File: src/rcl_defs.svh
// Constants for the reset control logic: rule summary, cycle counts and cause bit positions.
// Contract
// - Three independent reset outputs: pin, clock, internal.
// - All five main sources assert every output.
// - Synchronous sources wait for bus cycle end.
// - Bus monitor forced on for synchronous resets.
// - Only byte or word transfers stay valid.
// - Asynchronous sources reset immediately, no bus wait.
// - Reset ends bus cycle like an acknowledge.
// - Registers initialised for the reset exception.
// - Internal reset held while pin held externally.
// - After pin release, drive everything 512 more.
// - Other sources: pin 512 cycles, longer if held.
// - 14-cycle rise time, then vector fetch.
// - Bus floats or idles during reset.
// - On release: bus idle, read, address, fetch.
// - Reset instruction drives only pin, 512 cycles.
`ifndef RCL_DEFS_SVH
`define RCL_DEFS_SVH

// ------------------------------------------------------------------
// Cycle counts
// ------------------------------------------------------------------
`define RCL_CNT_W 10
`define RCL_STRETCH_CYC 10'h200
`define RCL_RISE_CYC 10'h00E
`define RCL_EXT_HOLD_MIN_CYC 10'h24E

// ------------------------------------------------------------------
// Cause bit positions
// ------------------------------------------------------------------
`define RCL_CAUSE_W 6
`define RCL_CAUSE_EXT 0
`define RCL_CAUSE_PWR 1
`define RCL_CAUSE_WDOG 2
`define RCL_CAUSE_DBF 3
`define RCL_CAUSE_LOC 4
`define RCL_CAUSE_INSTR 5
`define RCL_CAUSE_RST_VAL 6'h02

`endif

File: src/rcl_pkg.sv
// Types shared by the reset control logic.
package rcl_pkg;
    // One-hot sequencer states.
    typedef enum logic [7:0] {
        ST_IDLE     = 8'h01,
        ST_WAIT_BUS = 8'h02,
        ST_EXT_HOLD = 8'h04,
        ST_STRETCH  = 8'h08,
        ST_RISE     = 8'h10,
        ST_INSTR    = 8'h20,
        ST_START    = 8'h40
    } rcl_state_t;
endpackage

File: src/rcl_sync.sv
// Three-flop pin synchroniser with agreement filter.
`timescale 1ns/10ps
module rcl_sync (
    input wire logic clk_i,    // System clock.
    input wire logic arst_n_i, // Asynchronous reset, active low.
    input wire logic pin_i,    // Raw pin level.
    output logic level_o       // Filtered level.
);
    logic s1_q, s2_q, s3_q; // Synchroniser chain.
    logic level_q, level_d; // Accepted level.

    // ------------------------------------------------------------------
    // Filter
    // ------------------------------------------------------------------
    // A change counts only once the second and third stages agree.
    always_comb begin
        level_d = level_q;
        if (s2_q == s3_q) begin
            level_d = s3_q;
        end
    end

    // The chain and the filter reset to the idle, released level.
    always_ff @(posedge clk_i or negedge arst_n_i) begin
        if (!arst_n_i) begin
            s1_q <= 1'b1;
            s2_q <= 1'b1;
            s3_q <= 1'b1;
            level_q <= 1'b1;
        end else begin
            s1_q <= pin_i;
            s2_q <= s1_q;
            s3_q <= s2_q;
            level_q <= level_d;
        end
    end

    assign level_o = level_q;
endmodule

File: src/rcl_down_cnt.sv
// Loadable down counter that flags when it reaches zero.
`timescale 1ns/10ps
`include "rcl_defs.svh"
module rcl_down_cnt (
    input wire logic clk_i,                     // System clock.
    input wire logic arst_n_i,                  // Asynchronous reset, active low.
    input wire logic load_i,                    // Load strobe.
    input wire logic [`RCL_CNT_W-1:0] value_i,  // Value loaded.
    output logic zero_o                         // Count is zero.
);
    logic [`RCL_CNT_W-1:0] cnt_q, cnt_d; // Remaining count.

    // Load wins over counting; the count sticks at zero.
    always_comb begin
        cnt_d = cnt_q;
        if (load_i) begin
            cnt_d = value_i;
        end else if (cnt_q != 10'h000) begin
            cnt_d = cnt_q - 10'h001;
        end
    end

    // Power-up counts the full stretch straight away.
    always_ff @(posedge clk_i or negedge arst_n_i) begin
        if (!arst_n_i) begin
            cnt_q <= `RCL_STRETCH_CYC - 10'h001;
        end else begin
            cnt_q <= cnt_d;
        end
    end

    assign zero_o = (cnt_q == 10'h000);
endmodule

File: src/rcl_top.sv
// Reset control logic: cause capture, sequencing and reset line drive.
`timescale 1ns/10ps
`include "rcl_defs.svh"
module rcl_top (
    input wire logic CORE_CLK_I,             // System clock, 200 MHz.
    input wire logic ARST_N_I,               // Power-up reset, active low.
    input wire logic RESET_PIN_I,            // Reset pin level read back.
    output logic RESET_PIN_O,                // Reset pin drive value, always low.
    output logic RESET_PIN_OE_O,             // Reset pin driven when high.
    output logic CLOCK_MODULE_RESET_O,       // Clock module reset, active high.
    output logic INTERNAL_CIRCUIT_RESET_O,   // Internal circuits reset, active high.
    input wire logic WDOG_RESET_I,           // Watchdog reset request, level.
    input wire logic DBL_FAULT_RESET_I,      // Double-fault reset request, level.
    input wire logic LOSS_OF_CLOCK_I,        // Loss-of-clock request, level.
    input wire logic RESET_INSTR_I,          // Reset instruction, one-cycle pulse.
    input wire logic BUS_CYCLE_ACTIVE_I,     // A bus cycle is in progress.
    input wire logic BUS_CYCLE_END_I,        // Current bus cycle ends this cycle.
    input wire logic READ_MODIFY_WRITE_LOCK_I, // Locked sequence in progress.
    input wire logic XFER_LONG_I,            // Current operand wider than a word.
    output logic BUS_MONITOR_FORCE_O,        // Force the bus monitor on.
    output logic DATA_SIZE_ACK_O,            // Terminate cycle as acknowledged.
    output logic BUS_HIZ_O,                  // Float the bus, idle the rest.
    output logic BUS_IDLE_DRIVE_O,           // Controls idle, read, address driven.
    output logic VECTOR_FETCH_O,             // Start reset exception fetch, pulse.
    output logic XFER_INVALID_O,             // Cut transfer not guaranteed valid.
    output logic [`RCL_CAUSE_W-1:0] CAUSE_O  // Cause of the latest reset.
);
    // ------------------------------------------------------------------
    // Declarations
    // ------------------------------------------------------------------
    rcl_pkg::rcl_state_t state_q, state_d;  // Sequencer state.
    logic instr_q, instr_d;                 // Current sequence is the instruction one.
    logic ext_pend_q, ext_pend_d;           // Pending synchronous source is the pin.
    logic [`RCL_CAUSE_W-1:0] cause_q, cause_d; // Cause bits.
    logic xinv_q, xinv_d;                   // Long transfer was cut.
    logic pin_oe_q, pin_oe_d;               // Pin output enable.
    logic clk_rst_q, clk_rst_d;             // Clock module reset.
    logic int_rst_q, int_rst_d;             // Internal reset.
    logic mon_q, mon_d;                     // Bus monitor force.
    logic ack_q, ack_d;                     // Forced termination.
    logic hiz_q, hiz_d;                     // Bus float.
    logic idle_q, idle_d;                   // Bus idle drive.
    logic fetch_q, fetch_d;                 // Vector fetch pulse.
    logic pin_lvl;                          // Filtered pin level.
    logic cnt_load;                         // Counter load.
    logic [`RCL_CNT_W-1:0] cnt_val;         // Counter load value.
    logic cnt_zero;                         // Counter expired.
    logic async_src;                        // Any asynchronous source active.
    logic held_src;                         // Any non-pin source still asserted.
    logic ext_seen;                         // Pin pulled low by another party.
    logic bus_free;                         // Bus cycle finished or none.

    // ------------------------------------------------------------------
    // Pin synchroniser and cycle counter
    // ------------------------------------------------------------------
    rcl_sync u_pin_sync (
        .clk_i(CORE_CLK_I),
        .arst_n_i(ARST_N_I),
        .pin_i(RESET_PIN_I),
        .level_o(pin_lvl)
    );

    rcl_down_cnt u_cnt (
        .clk_i(CORE_CLK_I),
        .arst_n_i(ARST_N_I),
        .load_i(cnt_load),
        .value_i(cnt_val),
        .zero_o(cnt_zero)
    );

    // The pin is only ever pulled low; the enable decides the level.
    assign RESET_PIN_O = 1'b0;

    // Source classification.
    assign async_src = WDOG_RESET_I | DBL_FAULT_RESET_I;
    assign held_src = async_src | LOSS_OF_CLOCK_I;
    // Our own drive also pulls the pin down, so the pin is only believed
    // while we are not driving it.
    assign ext_seen = ~pin_lvl & ~pin_oe_q;
    // The lock signal is deliberately not looked at here.
    assign bus_free = BUS_CYCLE_END_I | ~BUS_CYCLE_ACTIVE_I;

    // ------------------------------------------------------------------
    // Sequencer next state
    // ------------------------------------------------------------------
    // Asynchronous sources win from every state except ST_STRETCH and restart the stretch.
    always_comb begin
        state_d = state_q;
        instr_d = instr_q;
        ext_pend_d = ext_pend_q;
        cause_d = cause_q;
        xinv_d = xinv_q;
        cnt_load = 1'b0;
        cnt_val = `RCL_STRETCH_CYC - 10'h001;
        if (async_src && (state_q != rcl_pkg::ST_STRETCH || instr_q)) begin
            // Immediate reset, bus cycle abandoned.
            state_d = rcl_pkg::ST_STRETCH;
            instr_d = 1'b0;
            cnt_load = 1'b1;
            cause_d = '0;
            cause_d[`RCL_CAUSE_WDOG] = WDOG_RESET_I;
            cause_d[`RCL_CAUSE_DBF] = DBL_FAULT_RESET_I;
        end else begin
            case (state_q)
                rcl_pkg::ST_IDLE: begin
                    if (ext_seen || LOSS_OF_CLOCK_I) begin
                        // Synchronous source: wait for the bus.
                        state_d = rcl_pkg::ST_WAIT_BUS;
                        ext_pend_d = ext_seen;
                    end else if (RESET_INSTR_I) begin
                        state_d = rcl_pkg::ST_INSTR;
                        instr_d = 1'b1;
                        cnt_load = 1'b1;
                        cause_d = '0;
                        cause_d[`RCL_CAUSE_INSTR] = 1'b1;
                    end
                end
                rcl_pkg::ST_WAIT_BUS: begin
                    if (bus_free) begin
                        cause_d = '0;
                        cause_d[`RCL_CAUSE_EXT] = ext_pend_q;
                        cause_d[`RCL_CAUSE_LOC] = ~ext_pend_q;
                        // Only byte or word transfers complete in one cycle.
                        xinv_d = BUS_CYCLE_ACTIVE_I & XFER_LONG_I;
                        instr_d = 1'b0;
                        if (ext_pend_q) begin
                            state_d = rcl_pkg::ST_EXT_HOLD;
                        end else begin
                            state_d = rcl_pkg::ST_STRETCH;
                            cnt_load = 1'b1;
                        end
                    end
                end
                rcl_pkg::ST_EXT_HOLD: begin
                    // Internal reset stays on until the other party lets go.
                    if (pin_lvl) begin
                        state_d = rcl_pkg::ST_STRETCH;
                        cnt_load = 1'b1;
                    end
                end
                rcl_pkg::ST_STRETCH: begin
                    // Minimum stretch, extended while a source is still held.
                    if (cnt_zero && !held_src) begin
                        state_d = rcl_pkg::ST_RISE;
                        cnt_load = 1'b1;
                        cnt_val = `RCL_RISE_CYC - 10'h001;
                    end
                end
                rcl_pkg::ST_INSTR: begin
                    if (cnt_zero) begin
                        state_d = rcl_pkg::ST_RISE;
                        cnt_load = 1'b1;
                        cnt_val = `RCL_RISE_CYC - 10'h001;
                    end
                end
                rcl_pkg::ST_RISE: begin
                    // Pin released; give it time to rise before trusting it.
                    if (cnt_zero) begin
                        if (!pin_lvl) begin
                            state_d = rcl_pkg::ST_EXT_HOLD;
                            instr_d = 1'b0;
                            cause_d = '0;
                            cause_d[`RCL_CAUSE_EXT] = 1'b1;
                        end else if (instr_q) begin
                            state_d = rcl_pkg::ST_IDLE;
                            instr_d = 1'b0;
                        end else begin
                            state_d = rcl_pkg::ST_START;
                        end
                    end
                end
                rcl_pkg::ST_START: begin
                    state_d = rcl_pkg::ST_IDLE;
                    xinv_d = 1'b0;
                end
                default: begin
                    state_d = rcl_pkg::ST_STRETCH;
                    instr_d = 1'b0;
                    cnt_load = 1'b1;
                end
            endcase
        end
    end

    // ------------------------------------------------------------------
    // Output decode
    // ------------------------------------------------------------------
    // Outputs are decoded from the next state so that every one of them
    // comes from a flop and changes together with the state.
    always_comb begin
        pin_oe_d = 1'b0;
        clk_rst_d = 1'b0;
        int_rst_d = 1'b0;
        mon_d = 1'b0;
        hiz_d = 1'b0;
        idle_d = 1'b0;
        fetch_d = 1'b0;
        case (state_d)
            rcl_pkg::ST_WAIT_BUS: begin
                mon_d = 1'b1;
            end
            rcl_pkg::ST_EXT_HOLD: begin
                clk_rst_d = 1'b1;
                int_rst_d = 1'b1;
            end
            rcl_pkg::ST_STRETCH: begin
                pin_oe_d = 1'b1;
                clk_rst_d = 1'b1;
                int_rst_d = 1'b1;
            end
            rcl_pkg::ST_INSTR: begin
                pin_oe_d = 1'b1;
            end
            rcl_pkg::ST_RISE: begin
                int_rst_d = ~instr_d;
            end
            rcl_pkg::ST_START: begin
                idle_d = 1'b1;
                fetch_d = 1'b1;
            end
            default: begin
                pin_oe_d = 1'b0;
            end
        endcase
        // The bus floats for as long as the internal reset lasts.
        hiz_d = int_rst_d;
        // A cycle caught by the reset is closed as if acknowledged.
        ack_d = int_rst_d & BUS_CYCLE_ACTIVE_I;
    end

    // ------------------------------------------------------------------
    // State and output registers
    // ------------------------------------------------------------------
    // Power-up is asynchronous: reset lands in the stretch with every
    // line asserted, so the system sees at least the full stretch.
    always_ff @(posedge CORE_CLK_I or negedge ARST_N_I) begin
        if (!ARST_N_I) begin
            state_q <= rcl_pkg::ST_STRETCH;
            instr_q <= 1'b0;
            ext_pend_q <= 1'b0;
            cause_q <= `RCL_CAUSE_RST_VAL;
            xinv_q <= 1'b0;
            pin_oe_q <= 1'b1;
            clk_rst_q <= 1'b1;
            int_rst_q <= 1'b1;
            mon_q <= 1'b0;
            ack_q <= 1'b0;
            hiz_q <= 1'b1;
            idle_q <= 1'b0;
            fetch_q <= 1'b0;
        end else begin
            state_q <= state_d;
            instr_q <= instr_d;
            ext_pend_q <= ext_pend_d;
            cause_q <= cause_d;
            xinv_q <= xinv_d;
            pin_oe_q <= pin_oe_d;
            clk_rst_q <= clk_rst_d;
            int_rst_q <= int_rst_d;
            mon_q <= mon_d;
            ack_q <= ack_d;
            hiz_q <= hiz_d;
            idle_q <= idle_d;
            fetch_q <= fetch_d;
        end
    end

    // ------------------------------------------------------------------
    // Port drive
    // ------------------------------------------------------------------
    assign RESET_PIN_OE_O = pin_oe_q;
    assign CLOCK_MODULE_RESET_O = clk_rst_q;
    // The internal reset is what initialises registers for the exception.
    assign INTERNAL_CIRCUIT_RESET_O = int_rst_q;
    assign BUS_MONITOR_FORCE_O = mon_q;
    assign DATA_SIZE_ACK_O = ack_q;
    assign BUS_HIZ_O = hiz_q;
    assign BUS_IDLE_DRIVE_O = idle_q;
    assign VECTOR_FETCH_O = fetch_q;
    assign XFER_INVALID_O = xinv_q;
    assign CAUSE_O = cause_q;
endmodule

File: config.mk
export PLATFORM = sky130hd
export DESIGN_NAME = rcl_top
export DESIGN_NICKNAME = d
export VERILOG_FILES = /design/src/rcl_pkg.sv /design/src/rcl_sync.sv /design/src/rcl_down_cnt.sv /design/src/rcl_top.sv
export VERILOG_INCLUDE_DIRS = /design/src
export SDC_FILE = /design/constraint.sdc
export NUM_CORES = 1
export LEC_CHECK = 0
export BUFFER_PORTS_ARGS = -buffer_cell sky130_fd_sc_hd__buf_2
export CAP_MARGIN = 20
export CORE_AREA = 5 5 70 72
export CTS_CLUSTER_SIZE = 14
export DETAILED_ROUTE_END_ITERATION = 10
export DIE_AREA = 0 0 75 77
export PLACE_DENSITY_LB_ADDON = 0.15
export SYNTH_ARGS = -nofsm -noshare
export SYNTH_HDL_FRONTEND = slang
export SYNTH_HIERARCHICAL = 1
export SYNTH_SLANG_ARGS = --single-unit
File: constraint.sdc
create_clock -name CORE_CLK_I -period 2.25 [get_ports CORE_CLK_I]
set_input_delay 0.225 -clock CORE_CLK_I [delete_from_list [all_inputs] [get_ports CORE_CLK_I]]
set_output_delay 0.225 -clock CORE_CLK_I [all_outputs]
set_load 0.01 [all_outputs]
==> flow_summary.json <==
{
  "status": "complete, no violations",
  "peakVddDrop_mv": 0.425,
  "ys_types": 60,
  "synth_edf_count": 0,
  "track_usage_pct": 20.2,
  "p_int_mw": 1.25,
  "crit_chain": "nor4_4 -> buf_4 -> nand4b_2 -> buf_6 -> o22ai_4 -> or3_1 -> o2111ai_2 -> buf_4 -> a31o_1",
  "clkLatencyLatePin_ns": 0.30,
  "synthCells": 219,
  "fin_crit_ns": 2.24,
  "fin_hold_ws_ns": 0.0159,
  "grt_max_degree": 38,
  "async_flop_share_pct": 100,
  "max_slew_margin_pct": 46.6,
  "final_layout_size_suffix_gt1_share_pct": 42.9,
  "crit_top_cell": "buf_4",
  "regMostFlops": "u_cnt/cnt_q",
  "crit_required_ns": 2.47,
  "core.rowCount": 24,
  "pwr-share-comb_pct": 12.9,
  "rr_endpoint": "BUS_HIZ_O",
  "cts_tree": "built",
  "drtAntennaViolNets": 0,
  "synth_top_area_cell": "dfrtp_1",
  "root_buffer": "clkbuf_8",
  "crit_arrival_ns": 2.46,
  "power_density_nw_per_um2": 594,
  "fin_util_pct": 65.8,
  "netlist.area_leader.share_pct": 22.8,
  "insertedDiodeCount": 0,
  "swShare_pct": 24.3,
  "worstRegToRegCells": 9,
  "rsz0062_at_grt": "true",
  "synth.most_common_cell": "nor2_1",
  "io_buffers": 24,
  "startpoint_type": "flop",
  "area_growth_pct": 33.8,
  "r2r_start": "state_q[6]",
  "clk_pin_slew_ns": 0.08,
  "largest_reg_flops": 10,
  "start_util_pct": 49.2,
  "finalSetupViolCount": 0,
  "worst-setup-path-type": "reg -> reg",
  "nFillCells": 357,
  "syn_area_um2": 2080,
  "synth_ff_type": "dfrtp_1",
  "clock_path_buffers": 2,
  "critical-path-slowest-cell": "dfrtp_2",
  "cap_violations": 0,
  "power_frac_seq_pct": 44.3,
  "worst_pin_slew_ns": 0.801,
  "p_total_mw": 1.65,
  "synth_area_leaders": "dfrtp_1 23%, dfstp_2 23%, nor2_1 5.2%",
  "yosys_warnings": 6,
  "critical_path.max_fanout": 6,
  "coreArea_um2": 4230,
  "dr.pass1.iters": 4,
  "hold_violations": 0,
  "power.switching_mw": 0.402,
  "remaining_drc_errors": 0,
  "grt_pass1_vias": 1830,
  "slowest_delay_ns": 0.47,
  "fmax_ghz": 0.446,
  "grt_pass1_wl_mm": 8.90,
  "cts_made_buffers": 5,
  "nets": 300,
  "vias_per_cell": 5.44,
  "pin_count": 27,
  "final-max-slew-violation-count": 0,
  "synthTopCellsByCount": "29 x nor2_1, 25 x nand2_1, 19 x dfrtp_1",
  "grt_overflow": 0,
  "gp_congestion": 0.950,
  "hp-class": "in -> async",
  "avgRoutedWirePerCell_um": 15.4,
  "vias": 1854,
  "leakagePower_nw": 1.29,
  "die_area_um2": 5780,
  "dpl.hpwl_mm": 3.89,
  "rrSetupSlack_ns": 0.008,
  "clock_sinks": 37,
  "htree_num_levels": 2,
  "routed_wl_mm": 5.26,
  "drt_iter0_markers": 142,
  "power_frac_clock_pct": 42.8,
  "synth-seq-cells": 37,
  "avgSynthCellArea_um2": 9.51,
  "min_period_over_period_pct": 99.6,
  "end_kind": "flop",
  "antenna_found_initial": 0,
  "yosysSeqAreaShare_pct": 45.6,
  "die_h_um": 77,
  "clock_skew_ns": 0.00950,
  "dieWidth_um": 75
}
[layer usage]
metal / GRT usage, % / wire length (um) / up-vias
li1: - / - / 918
met1: 29.7 / 2530 / 886
met2: 29.3 / 2410 / 42
met3: 4.18 / 231 / 8
met4: 6.23 / 85 / 0
met5: 0 / 0 / -
[worst max-delay path: cells and delay by family (launching register included)]
| family | cells | cell delay (ns) |
|---|---|---|
| DFF | 1 | 0.47 |
| AOI/OAI and AO/OA | 3 | 0.54 |
| and+or+nand+nor | 3 | 0.63 |
| buffers and inverters | 3 | 0.51 |
[what timing repair did]
action                                  in CTS  in global routing
resized for setup                            2                 21
buffers inserted                             0                  9
endpoints found under the hold margin        0                  0
endpoints found under the setup margin       3                 17
hold buffers                                 0                  0
pin swaps                                    0                  9
[metrics by stage]
| stage | worst slack, ns | instance area [um2] | TNS (ns) | cells |
|---|---|---|---|---|
| global placement | -0.0377 | 2490 | -0.0377 | 324 |
| floorplan | -0.0148 | 2100 | -0.0148 | 223 |
| finish | 0.00795 | 2790 | 0 | 341 |
| CTS | -0.00620 | 2630 | -0.00620 | 332 |
| global route | -0.101 | 2790 | -0.224 | 341 |
| detailed placement | -0.0144 | 2490 | -0.0232 | 324 |
[cells in the final DEF, fill, tap and decap left out, drive strengths merged, types with 3 or more instances in the layout]
| master | Yosys | layout |
|---|---|---|
| nor2 | 29 | 29 |
| nor4 | 7 | 7 |
| nor3 | 3 | 3 |
| buf | 6 | 67 |
| dfstp | 18 | 18 |
| nand2 | 26 | 26 |
| inv | 8 | 9 |
| clkbuf | 3 | 5 |
| o21ai | 7 | 7 |
| a211oi | 3 | 3 |
| xor2 | 4 | 4 |
| nor2b | 9 | 9 |
| a21oi | 12 | 12 |
| conb | 2 | 6 |
| o22ai | 3 | 3 |
| nand3 | 8 | 8 |
| mux2i | 5 | 5 |
| nand2b | 3 | 3 |
| dfrtp | 19 | 19 |
| and3 | 5 | 5 |
[power by group through the flow]
stage          logic (mW)  registers, mW  clock network (mW)
2_1_floorplan       0.100          0.745                   0
3_3_place_gp        0.192          0.743                   0
3_5_place_dp        0.196          0.744                   0
4_1_cts             0.197          0.733               0.724
5_1_grt             0.236          0.738               0.763
6_report            0.214          0.733               0.708
[final cells by class]
type	instances	area [um2]	area share (%)
sequential	37	950	34.1
multi-input combinational	169	1150	41.3
clock buffer	5	68.8	2.47
tap	52	65.1	2.33
clock inverter	3	68.8	2.47
timing repair buffer	67	450	16.2
inverter	8	32.5	1.17
[how the worst max path moves through the flow]
| stage | startpoint | to | slack, ns | cells after the start |
|---|---|---|---|---|
| detailed placement | u_cnt/cnt_q[1] | DATA_SIZE_ACK_O | -0.01 | 10 |
| global route | state_q[6] | BUS_HIZ_O | -0.10 | 9 |
| global placement | u_cnt/cnt_q[3] | DATA_SIZE_ACK_O | -0.04 | 9 |
| CTS | u_cnt/cnt_q[0] | DATA_SIZE_ACK_O | -0.006 | 10 |
| floorplan | state_q[2] | u_cnt/cnt_q[5] | -0.01 | 11 |
| finish | state_q[6] | BUS_HIZ_O | 0.008 | 9 |
[kinds of logic (layout without fill, tap and decap cells)]
group	Yosys count	count (layout)	synth area share, %
compound gates	45	45	15.7
simple gates	104	104	27.6
mux	6	6	2.94
other cells	2	6	0.361
flops	37	37	45.6
xor+xnor	6	6	2.52
buf+inv	17	83	4.09
fa+ha+maj	2	2	1.14
Note: power is estimated with default switching activity, not from simulation.
